===== src/rtl/cgr_pkg.sv =====
package cgr_pkg;

	// ------------------------------------------------------------
	// register bus
	// ------------------------------------------------------------
	localparam int ADDR_W = 8;
	localparam int DATA_W = 8;

	localparam logic [7:0] OFF_ALLOC_LP = 8'h0B;
	localparam logic [7:0] OFF_BYTE_COUNT = 8'h0C;
	localparam logic [7:0] OFF_SPREAD = 8'h0D;
	localparam logic [7:0] OFF_FREQ_TBL = 8'h0E;

	// ------------------------------------------------------------
	// field positions
	// ------------------------------------------------------------
	localparam int ALLOC_HI = 7;
	localparam int ALLOC_LO = 6;
	localparam int FRUN25_BIT = 5;
	localparam int FOURTH_PLL_BIT = 4;
	localparam int ITP_LP1_BIT = 3;
	localparam int AMT_LP1_BIT = 2;
	localparam int GEN_BIT = 1;
	localparam int ITP_STOP_BIT = 0;
	localparam int BC_HI = 5;
	localparam int R12_RSVD_LO = 6;
	localparam int SS_HI = 1;
	localparam int R13_RSVD_LO = 2;
	localparam int FSRC_BIT = 7;
	localparam int SWFS_HI = 6;
	localparam int SWFS_LO = 2;
	localparam int R14_RSVD_HI = 1;

	// ------------------------------------------------------------
	// values after reset
	// ------------------------------------------------------------
	localparam logic RST_FOURTH_PLL = 1'h1;
	localparam logic RST_ITP_LP1 = 1'h0;
	localparam logic RST_AMT_LP1 = 1'h1;
	localparam logic GEN2_STATUS = 1'h1;
	localparam logic RST_ITP_STOP = 1'h1;
	localparam logic RST_FRUN25 = 1'h0;
	localparam logic RST_FSRC = 1'h0;
	localparam logic [1:0] RST_ALLOC = 2'h0;
	localparam logic [5:0] RST_BYTE_COUNT = 6'h0D;
	localparam logic [1:0] RST_R12_RSVD = 2'h0;
	localparam logic [1:0] RST_SPREAD = 2'h0;
	localparam logic [5:0] RST_R13_RSVD = 6'h00;
	localparam logic [4:0] RST_SWFS = 5'h00;
	localparam logic [1:0] RST_R14_RSVD = 2'h1;

	// alloc mode whose free-running 25 MHz default is on
	localparam logic [1:0] ALLOC_MODE_3 = 2'h3;

	// ------------------------------------------------------------
	// strap capture
	// ------------------------------------------------------------
	localparam int STRAP_SETTLE = 2;

	typedef enum logic [1:0] {
		CGR_WAIT,
		CGR_LATCH,
		CGR_RUN
	} cgr_strap_t;

endpackage


===== src/rtl/cgr_sync.sv =====
`timescale 1ns/1ns
`default_nettype none

module cgr_sync #(
	parameter int WIDTH = 1
) (
	// clock and reset
	input wire logic mclk,
	input wire logic rst_n,
	input wire logic clk_en,
	// pins and synchronised copy
	input wire logic [WIDTH-1:0] din,
	output logic [WIDTH-1:0] dout
);

	logic [WIDTH-1:0] meta;
	logic [WIDTH-1:0] next_meta;
	logic [WIDTH-1:0] next_dout;

	always_comb begin
		next_meta = meta;
		next_dout = dout;
		if (clk_en) begin
			next_meta = din;
			next_dout = meta;
		end
	end

	always_ff @(posedge mclk) begin
		if (!rst_n) begin
			meta <= '0;
			dout <= '0;
		end else begin
			meta <= next_meta;
			dout <= next_dout;
		end
	end

endmodule

`default_nettype wire


===== src/rtl/cgr_strap_seq.sv =====
`timescale 1ns/1ns
`default_nettype none

module cgr_strap_seq
	import cgr_pkg::*;
#(
	parameter int SETTLE = STRAP_SETTLE
) (
	// clock and reset
	input wire logic mclk,
	input wire logic rst_n,
	input wire logic clk_en,
	// capture timing
	output logic latch_pulse,
	output logic ready
);

	cgr_strap_t state;
	cgr_strap_t next_state;
	logic [3:0] cnt;
	logic [3:0] next_cnt;

	// wait for the synchronisers to fill, then capture once
	always_comb begin
		next_state = state;
		next_cnt = cnt;
		if (clk_en) begin
			case (state)
				CGR_WAIT: begin
					next_cnt = cnt + 4'h1;
					if (cnt == 4'(SETTLE - 1)) begin
						next_state = CGR_LATCH;
					end
				end
				CGR_LATCH: next_state = CGR_RUN;
				CGR_RUN: next_state = CGR_RUN;
				default: next_state = CGR_WAIT;
			endcase
		end
	end

	always_ff @(posedge mclk) begin
		if (!rst_n) begin
			state <= CGR_WAIT;
			cnt <= 4'h0;
		end else begin
			state <= next_state;
			cnt <= next_cnt;
		end
	end

	assign latch_pulse = (state == CGR_LATCH);
	assign ready = (state == CGR_RUN);

endmodule

`default_nettype wire


===== src/rtl/cgr_ctrl_regs.sv =====
// The strobed register port and the placing of the registers are this design's own decisions.
`timescale 1ns/1ns
`default_nettype none

module cgr_ctrl_regs
	import cgr_pkg::*;
(
	// clock, reset, enable
	input wire logic mclk,
	input wire logic rst_n,
	input wire logic clk_en,
	// register port
	input wire logic [ADDR_W-1:0] addr,
	input wire logic [DATA_W-1:0] wr_data,
	input wire logic wr_stb,
	input wire logic rd_stb,
	output logic [DATA_W-1:0] rd_data,
	// straps and pins
	input wire logic trusted_mode_input,
	input wire logic cfg_strap_input,
	input wire logic freq_select_in_2,
	input wire logic freq_select_in_1,
	input wire logic freq_select_in_0,
	input wire logic cpu_stop_n,
	input wire logic low_power_state_one,
	input wire logic power_down,
	// clock controls
	output logic fourth_pll_en,
	output logic debug_port_cpu_clock_en,
	output logic mgmt_engine_cpu_clock_en,
	output logic free_running_25m_run,
	output logic [5:0] block_read_count,
	output logic [1:0] serial_ref_clock_spread,
	output logic [4:0] freq_select_eff,
	output logic trusted_mode_status
);

	function automatic logic hit(input logic [ADDR_W-1:0] a, input logic [ADDR_W-1:0] off);
		hit = (a == off);
	endfunction

	// ------------------------------------------------------------
	// pin synchronisers and strap capture
	// ------------------------------------------------------------
	logic [7:0] pins_sync;
	logic s_trust;
	logic s_cfg;
	logic [2:0] s_fs;
	logic s_stop;
	logic s_lp1;
	logic s_pd;
	logic latch_pulse;
	logic strap_ready;

	// cpu stop enters inverted so the cleared sync flops mean not stopped after reset
	cgr_sync #(.WIDTH(8)) u_sync (
		.mclk(mclk),
		.rst_n(rst_n),
		.clk_en(clk_en),
		.din({trusted_mode_input, cfg_strap_input, freq_select_in_2, freq_select_in_1,
			freq_select_in_0, ~cpu_stop_n, low_power_state_one, power_down}),
		.dout(pins_sync)
	);

	assign {s_trust, s_cfg, s_fs, s_stop, s_lp1, s_pd} = pins_sync;

	cgr_strap_seq #(.SETTLE(STRAP_SETTLE)) u_strap (
		.mclk(mclk),
		.rst_n(rst_n),
		.clk_en(clk_en),
		.latch_pulse(latch_pulse),
		.ready(strap_ready)
	);

	// ------------------------------------------------------------
	// latched straps
	// ------------------------------------------------------------
	logic trust_lat;
	logic next_trust_lat;
	logic [1:0] alloc_mode;
	logic [1:0] next_alloc_mode;
	logic [2:0] fs_lat;
	logic [2:0] next_fs_lat;
	logic [1:0] strap_mode;

	// trusted strap on top, config strap below
	assign strap_mode = {s_trust, s_cfg};

	always_comb begin
		next_trust_lat = trust_lat;
		next_alloc_mode = alloc_mode;
		next_fs_lat = fs_lat;
		if (clk_en && latch_pulse) begin
			next_trust_lat = s_trust;
			next_alloc_mode = strap_mode;
			next_fs_lat = s_fs;
		end
	end

	always_ff @(posedge mclk) begin
		if (!rst_n) begin
			trust_lat <= 1'h0;
			alloc_mode <= RST_ALLOC;
			fs_lat <= 3'h0;
		end else begin
			trust_lat <= next_trust_lat;
			alloc_mode <= next_alloc_mode;
			fs_lat <= next_fs_lat;
		end
	end

	// ------------------------------------------------------------
	// control registers
	// ------------------------------------------------------------
	logic frun25;
	logic next_frun25;
	logic fourth_pll;
	logic next_fourth_pll;
	logic itp_lp1;
	logic next_itp_lp1;
	logic amt_lp1;
	logic next_amt_lp1;
	logic itp_stop;
	logic next_itp_stop;
	logic [5:0] byte_count;
	logic [5:0] next_byte_count;
	logic [1:0] r12_rsvd;
	logic [1:0] next_r12_rsvd;
	logic [1:0] spread;
	logic [1:0] next_spread;
	logic [5:0] r13_rsvd;
	logic [5:0] next_r13_rsvd;
	logic fsrc;
	logic next_fsrc;
	logic [4:0] swfs;
	logic [4:0] next_swfs;
	logic [1:0] r14_rsvd;
	logic [1:0] next_r14_rsvd;
	logic wr_go;

	assign wr_go = clk_en && wr_stb;

	always_comb begin
		next_frun25 = frun25;
		next_fourth_pll = fourth_pll;
		next_itp_lp1 = itp_lp1;
		next_amt_lp1 = amt_lp1;
		next_itp_stop = itp_stop;
		next_byte_count = byte_count;
		next_r12_rsvd = r12_rsvd;
		next_spread = spread;
		next_r13_rsvd = r13_rsvd;
		next_fsrc = fsrc;
		next_swfs = swfs;
		next_r14_rsvd = r14_rsvd;
		if (clk_en && latch_pulse) begin
			// a bit set before capture survives the default load
			next_frun25 = frun25 | (strap_mode == ALLOC_MODE_3);
			next_swfs = {2'h0, s_fs};
		end
		if (wr_go && hit(addr, OFF_ALLOC_LP)) begin
			// alloc and compliance bits have no storage here
			next_frun25 = next_frun25 | wr_data[FRUN25_BIT];
			next_fourth_pll = wr_data[FOURTH_PLL_BIT];
			next_itp_lp1 = wr_data[ITP_LP1_BIT];
			next_amt_lp1 = wr_data[AMT_LP1_BIT];
			next_itp_stop = wr_data[ITP_STOP_BIT];
		end
		if (wr_go && hit(addr, OFF_BYTE_COUNT)) begin
			next_byte_count = wr_data[BC_HI:0];
			next_r12_rsvd = wr_data[DATA_W-1:R12_RSVD_LO];
		end
		if (wr_go && hit(addr, OFF_SPREAD)) begin
			next_spread = wr_data[SS_HI:0];
			next_r13_rsvd = wr_data[DATA_W-1:R13_RSVD_LO];
		end
		if (wr_go && hit(addr, OFF_FREQ_TBL)) begin
			next_fsrc = wr_data[FSRC_BIT];
			next_swfs = wr_data[SWFS_HI:SWFS_LO];
			next_r14_rsvd = wr_data[R14_RSVD_HI:0];
		end
		// trusted mode pins the source to hardware
		if (next_trust_lat) begin
			next_fsrc = 1'h0;
		end
	end

	always_ff @(posedge mclk) begin
		if (!rst_n) begin
			frun25 <= RST_FRUN25;
			fourth_pll <= RST_FOURTH_PLL;
			itp_lp1 <= RST_ITP_LP1;
			amt_lp1 <= RST_AMT_LP1;
			itp_stop <= RST_ITP_STOP;
			byte_count <= RST_BYTE_COUNT;
			r12_rsvd <= RST_R12_RSVD;
			spread <= RST_SPREAD;
			r13_rsvd <= RST_R13_RSVD;
			fsrc <= RST_FSRC;
			swfs <= RST_SWFS;
			r14_rsvd <= RST_R14_RSVD;
		end else begin
			frun25 <= next_frun25;
			fourth_pll <= next_fourth_pll;
			itp_lp1 <= next_itp_lp1;
			amt_lp1 <= next_amt_lp1;
			itp_stop <= next_itp_stop;
			byte_count <= next_byte_count;
			r12_rsvd <= next_r12_rsvd;
			spread <= next_spread;
			r13_rsvd <= next_r13_rsvd;
			fsrc <= next_fsrc;
			swfs <= next_swfs;
			r14_rsvd <= next_r14_rsvd;
		end
	end

	// ------------------------------------------------------------
	// read port
	// ------------------------------------------------------------
	logic [DATA_W-1:0] next_rd_data;

	always_comb begin
		next_rd_data = rd_data;
		if (clk_en) begin
			next_rd_data = 8'h00;
			if (rd_stb) begin
				if (hit(addr, OFF_ALLOC_LP)) begin
					next_rd_data = {alloc_mode, frun25, fourth_pll, itp_lp1, amt_lp1, GEN2_STATUS,
						itp_stop};
				end else if (hit(addr, OFF_BYTE_COUNT)) begin
					next_rd_data = {r12_rsvd, byte_count};
				end else if (hit(addr, OFF_SPREAD)) begin
					next_rd_data = {r13_rsvd, spread};
				end else if (hit(addr, OFF_FREQ_TBL)) begin
					next_rd_data = {fsrc, swfs, r14_rsvd};
				end
			end
		end
	end

	always_ff @(posedge mclk) begin
		if (!rst_n) begin
			rd_data <= 8'h00;
		end else begin
			rd_data <= next_rd_data;
		end
	end

	// ------------------------------------------------------------
	// clock gating outputs
	// ------------------------------------------------------------
	logic next_fpll_en;
	logic next_itp_en;
	logic next_amt_en;
	logic next_run25;
	logic [4:0] next_fsel;
	logic next_trust_stat;

	always_comb begin
		next_fpll_en = fourth_pll_en;
		next_itp_en = debug_port_cpu_clock_en;
		next_amt_en = mgmt_engine_cpu_clock_en;
		next_run25 = free_running_25m_run;
		next_fsel = freq_select_eff;
		next_trust_stat = trusted_mode_status;
		if (clk_en) begin
			next_fpll_en = fourth_pll;
			next_itp_en = !(s_lp1 && !itp_lp1) && !(itp_stop && s_stop);
			next_amt_en = !(s_lp1 && !amt_lp1);
			next_run25 = frun25 || !(s_pd || s_lp1);
			next_fsel = fsrc ? swfs : {2'h0, fs_lat};
			next_trust_stat = trust_lat;
		end
	end

	always_ff @(posedge mclk) begin
		if (!rst_n) begin
			fourth_pll_en <= RST_FOURTH_PLL;
			debug_port_cpu_clock_en <= 1'h1;
			mgmt_engine_cpu_clock_en <= 1'h1;
			free_running_25m_run <= 1'h1;
			freq_select_eff <= 5'h00;
			trusted_mode_status <= 1'h0;
		end else begin
			fourth_pll_en <= next_fpll_en;
			debug_port_cpu_clock_en <= next_itp_en;
			mgmt_engine_cpu_clock_en <= next_amt_en;
			free_running_25m_run <= next_run25;
			freq_select_eff <= next_fsel;
			trusted_mode_status <= next_trust_stat;
		end
	end

	assign block_read_count = byte_count;
	assign serial_ref_clock_spread = spread;
endmodule

`default_nettype wire


===== config.mk =====
export PLATFORM = sky130hd
export DESIGN_NAME = cgr_ctrl_regs
export DESIGN_NICKNAME = d
export VERILOG_FILES = /design/src/rtl/cgr_pkg.sv /design/src/rtl/cgr_sync.sv /design/src/rtl/cgr_strap_seq.sv /design/src/rtl/cgr_ctrl_regs.sv
export SDC_FILE = /design/constraint.sdc
export NUM_CORES = 1
export LEC_CHECK = 0
export BUFFER_PORTS_ARGS = -buffer_cell sky130_fd_sc_hd__clkbuf_2
export CAP_MARGIN = 20
export CORE_MARGIN = 2
export CORE_UTILIZATION = 55
export DETAILED_ROUTE_END_ITERATION = 16
export GPL_ROUTABILITY_DRIVEN = 0
export PLACE_DENSITY = 0.86
export SYNTH_ARGS = -nofsm -noshare
export SYNTH_HDL_FRONTEND = slang
export SYNTH_SLANG_ARGS = --single-unit

===== constraint.sdc =====
create_clock -name mclk -period 2.26 [get_ports mclk]
set_input_delay 0 -clock mclk [delete_from_list [all_inputs] [get_ports mclk]]
set_output_delay 0 -clock mclk [all_outputs]
set_load 0.01 [all_outputs]

* After elaboration in Yosys (flattened, before gate mapping) *
Cells that the tools add are included.

storage, ports and cells
  register bits after elaboration = 75
  word-level logic and storage cells = 77

cells by class
  add/sub/neg operators = 1
  equality and inequality tests = 9
  multiplexer cells = 13
  bitwise gates (word level) = 4
  reduce and logical (&&, ||, !) cells = 24

operators with widths
  cell                   count
  $mux W8                5
  $eq A8 B4 Y1 const B   4
  $mux W5                3
  $logic_and A1 B1 Y1    10
  $logic_not A1 Y1       6
  $add A4 B1 Y4 const B  1
  $eq A2 B2 Y1 const B   2
  $eq A4 B1 Y1 const B   1
  $pmux W2 S2            1
  $reduce_and A2 Y1      2
  $reduce_or A2 Y1       2
  $mux W1                3
  $eq A2 B1 Y1 const B   1
  $logic_not A2 Y1       1
  $logic_or A1 B1 Y1     2
  $mux W2                1
  $ne A2 B1 Y1 const B   1
  $not A1 Y1             2
  $or A1 B1 Y1           2
  $reduce_bool A2 Y1     1

* Depth between registers and ports, before layout *
  depth after elaboration = 6
  depth in mapped cells = 7
  mapped depth without buffers = 6

* By module *
A second synthesis with hierarchy kept.

second synthesis, totals
  cell total of the unflattened synthesis = 355
  area total of the unflattened synthesis = 3343.2 sq um

modules (own cells, without submodules)
  module         instances  cells an instance  area an instance (sq um)  seq. area each (sq um)
  cgr_ctrl_regs  1          269                2408.6                    1061.0
  cgr_sync       1          51                 615.6                     320.3
  cgr_strap_seq  1          35                 319.1                     120.1

* Worst setup path after synthesis *
OpenSTA, ideal clock, no wires.

  kind = input port to flip-flop
  start point = input addr[5]
  end point = register byte_count[1] (netlist: block_read_count[1])
  arrival time = 1565 ps
  required time = 2145 ps
  slack = 581 ps
  cell stages on the path = 7
  buffers on the path = 3
  cell sequence = or4_1 > buf_2 > or4_1 > buf_2 > buf_6 > nand3_1 > o21ai_2

between the ends
  longest elaborated chain between the ends = 2

ends and longest elaborated chain
  what                  RTL line              RTL
  start, declared       cgr_ctrl_regs.sv:13   input wire logic [ADDR_W-1:0] addr,
  $eq A8 B4 Y1          cgr_ctrl_regs.sv:39   hit = (a == off);
  $logic_and A1 B1 Y1   cgr_ctrl_regs.sv:169  if (wr_go && hit(addr, OFF_BYTE_COUNT)) begin
  end signal, assigned  cgr_ctrl_regs.sv:208  byte_count <= next_byte_count;
  end, declared         cgr_ctrl_regs.sv:125  logic [5:0] byte_count;

Every way passes these cells.
A chain may end at the register's enable or synchronous reset.

* Worst setup path after layout *
  start point = input addr[5]
  end point = register r14_rsvd[0]

between the ends
  longest elaborated chain between the ends = 2

ends and longest elaborated chain
  what                  RTL line              RTL
  $eq A8 B4 Y1          cgr_ctrl_regs.sv:39
  $logic_and A1 B1 Y1   cgr_ctrl_regs.sv:177  if (wr_go && hit(addr, OFF_FREQ_TBL)) begin
  end signal, assigned  cgr_ctrl_regs.sv:214  r14_rsvd <= next_r14_rsvd;
  end, declared         cgr_ctrl_regs.sv:137  logic [1:0] r14_rsvd;

Every way passes these cells.

==> impl_metrics.ini <==
[die]
die_w_um = 80.2
die_h_um = 80.2
initial_utilization_pct = 57.4
core_um2 = 5570
num_rows = 27
ios = 55
dieArea_um2 = 6440

[clocking]
cts_resized = 0
numCtsBuffers = 9
clk_pin_slew_ps = 80
cts_tree = done
cts_htree_levels = 3
clk_path_buf_depth = 2
cts.sinks = 75
cts_root_buf = clkbuf_8
clock_latency_ps = 360

[sta]
rsz0062_at_grt = false
finalMaxSlewViolations = 0
finalWorstSetupSlack_ps = 559
hold_viol = 0
hold_slack_ps = 79.2
tightest_slew_ps = 627
final.setup.tns_ps = 0
min_period_ps = 1700
setup_viol_count_final = 0
maxSlewHeadroom_pct = 58.2
skew_ps = 9.98
finalCritPeriodShare_pct = 75.3
max_freq_ghz = 0.588

[grt]
grtUsageTotal_pct = 24.9
grt_remaining_overflow = 0
grt_max_degree = 37
grt_pass1_wl_um = 12100
antenna_found_initial = 0
first_global_vias = 2596

[setup_path]
startpoint_type = input pin
max_stage_delay_ps = 870
path_max_fanout = 15
critical_path_required_ps = 2490
worstSetupPathType = in2reg
crit_path_end_kind = flip-flop
r2r-start = u_strap.state[1]$_SDFFE_PN0P_
startpoint = addr[5]
crit_slowest_cell = or4_1
worstPathCellList = clkbuf_2, or4_1, or4_1, mux2i_1, nand2_1
crit_arrival_ps = 1930
crit_top_cell = or4_1

[route]
wire_per_inst_um = 15.5
drt_first_iter_violations = 244
ant_nets = 0
vias = 2719
firstDrtPassIters = 4
routed-wl-met2_um = 3630
met3WireLength_um = 485
drt_wl_total_um = 7560
drcViolationCount = 0
m1WireLength_um = 3230
vias_per_cell = 5.56
maxUsedRoutingLayer = met4

[synthesis]
synth_flop_cell = dfxtp_1
synth_edf_count = 0
synthArstFlopShare_pct = 0
synth_top_family_by_area = simple AND/OR/NAND/NOR gates
syn-num-nets = 383
yosysWarningCount = 0
synth_compound_area_share_pct = 13.5
ys_seq_elements = 75
avgSynthCellArea_um2 = 9.13
synthTopCellsByArea = dfxtp_1 (47%), mux2i_1 (11%), nand2_1 (5.0%)
synth_xor_xnor_area_share_pct = 0.822
synth_cell_type_count = 39
synth.area.mux_share_pct = 11.3
yosysSeqAreaShare_pct = 47.0
synth-adder-area-share_pct = 1.57
synth_top_area_share_pct = 47.0
synth_simple_gate_area_share_pct = 20.4
synth_cells = 350
synth_area_um2 = 3200
synth_largest_area_cell = dfxtp_1

[power_and_ir_drop]
powerDensity_nw_per_um2 = 757
p_seq_share_pct = 46.5
power.leakage_nw = 1.68
clockPowerShare_pct = 45.9
swShare_pct = 22.2
p_int_mw = 2.29
ir_drop_uv = 513
combinationalPowerShare_pct = 7.6
p_switching_mw = 0.654

[placed_design]
place_ws_ps = 209
portBuffers = 54
dp_hpwl_um = 5080
placed_cell_area_um2 = 3460

[final_layout]
regArea_um2 = 1500
drive_gt1_share_pct = 24.3
fill_cells = 437
design_area_um2 = 3890
utilization_pct = 69.7
multi_input_area_um2 = 1520
area_growth_pct = 21.6
final_cell_mix = dfxtp_1 (75), clkbuf_2 (54), nand2_1 (43), nor2_1 (43), mux2i_1 (36)
nNetsFinal = 444
final_common_cell = dfxtp_1

[job]
maxCapViolCount = 0

[run_status]
status = complete, no violations

[worst_hold_path]
worstHoldStart = rst_n
hold_path.class = in2reg
## synthesized netlist by cell type (2+ instances only)
| library cell | n |
|---|---|
| xor2_1 | 2 |
| or4_1 | 3 |
| mux2i_1 | 36 |
| nand3b_1 | 9 |
| a21o_1 | 3 |
| ha_1 | 4 |
| nand3_2 | 2 |
| buf_6 | 3 |
| o221ai_1 | 7 |
| nand3_1 | 22 |
| nand2_1 | 43 |
| buf_2 | 5 |
| o21ai_2 | 17 |
| a211oi_1 | 4 |
| nand4_1 | 4 |
| inv_1 | 6 |
| buf_1 | 6 |
| a221oi_1 | 2 |
| and3_1 | 4 |
| a21oi_1 | 17 |
| clkbuf_1 | 11 |
| o21ai_1 | 3 |
| nor2_1 | 43 |
| o21ai_0 | 4 |
| dfxtp_1 | 75 |
| nand2b_1 | 2 |
## layer usage
layer / track usage, % / vias to the layer above
li1: - / 1339
met5: 0 / -
met4: 14.4 / 0
met3: 4.94 / 20
met1: 30.9 / 1270
met2: 39.9 / 90
## final timing paths
path                                                         end  slack [ps]  cells after the start
worst max-delay path                    r14_rsvd[0]$_SDFFE_PN1P_         560                      5
worst min-delay path            block_read_count[0]$_SDFFE_PN1P_          80                      2
worst max register to register                 fsrc$_SDFFE_PP0P_         660                      6
worst min register to register           rd_data[3]$_SDFFE_PN0P_         440                      2
## metrics by stage
step	std cells	total power, mW
5_1_grt	488	3.03
3_5_place_dp	456	1.60
4_1_cts	488	2.95
3_3_place_gp	456	1.59
6_report	489	2.94
2_1_floorplan	350	1.53
## state kept, by name, indices dropped and copies added (netlist names), 3 cells and up
signal / flops
fs_lat: 3
u_sync.meta: 8
u_sync.dout: 8
r13_rsvd: 6
freq_select_eff: 5
u_strap.cnt: 4
rd_data: 8
swfs: 5
block_read_count: 6
## critical path: cells and delay by family
family | cells | cell delay [ps]
buf+inv | 1 | 70
mux | 1 | 260
simple gates | 3 | 1590
## cells by family (layout without fill, tap and decap cells)
| logic type | Yosys count | in the layout |
|---|---|---|
| buffers and inverters | 34 | 100 |
| AOI/OAI and AO/OA | 61 | 61 |
| other | 0 | 1 |
| and+or+nand+nor | 137 | 137 |
| adders and majority gates | 4 | 4 |
| DFF | 75 | 75 |
| muxes | 36 | 36 |
| xor gates and xnor gates | 3 | 3 |
## timing repair
action	in CTS	in global routing
endpoints found under the hold margin	32	0
endpoints found under the setup margin	0	0
setup buffers	0	0
hold buffers	16	0
## power groups by stage
stage          logic [mW]  registers [mW]  clock network [mW]
2_1_floorplan       0.134            1.40                   0
3_3_place_gp        0.190            1.40                   0
3_5_place_dp        0.198            1.40                   0
4_1_cts             0.221            1.37                1.36
5_1_grt             0.244            1.37                1.41
6_report            0.223            1.37                1.35
## area by class of cell
cell class                      count  share of cell area (%)
Tap cell                           72                    2.32
Multi-Input combinational cell    241                    39.1
Clock inverter                      7                    3.61
Clock buffer                        9                    3.19
Inverter                            7                   0.676
Antenna cell                        1                  0.0644
Sequential cell                    75                    38.6
Timing Repair Buffer               77                    12.4
Note: power is estimated with default switching activity, not from simulation.
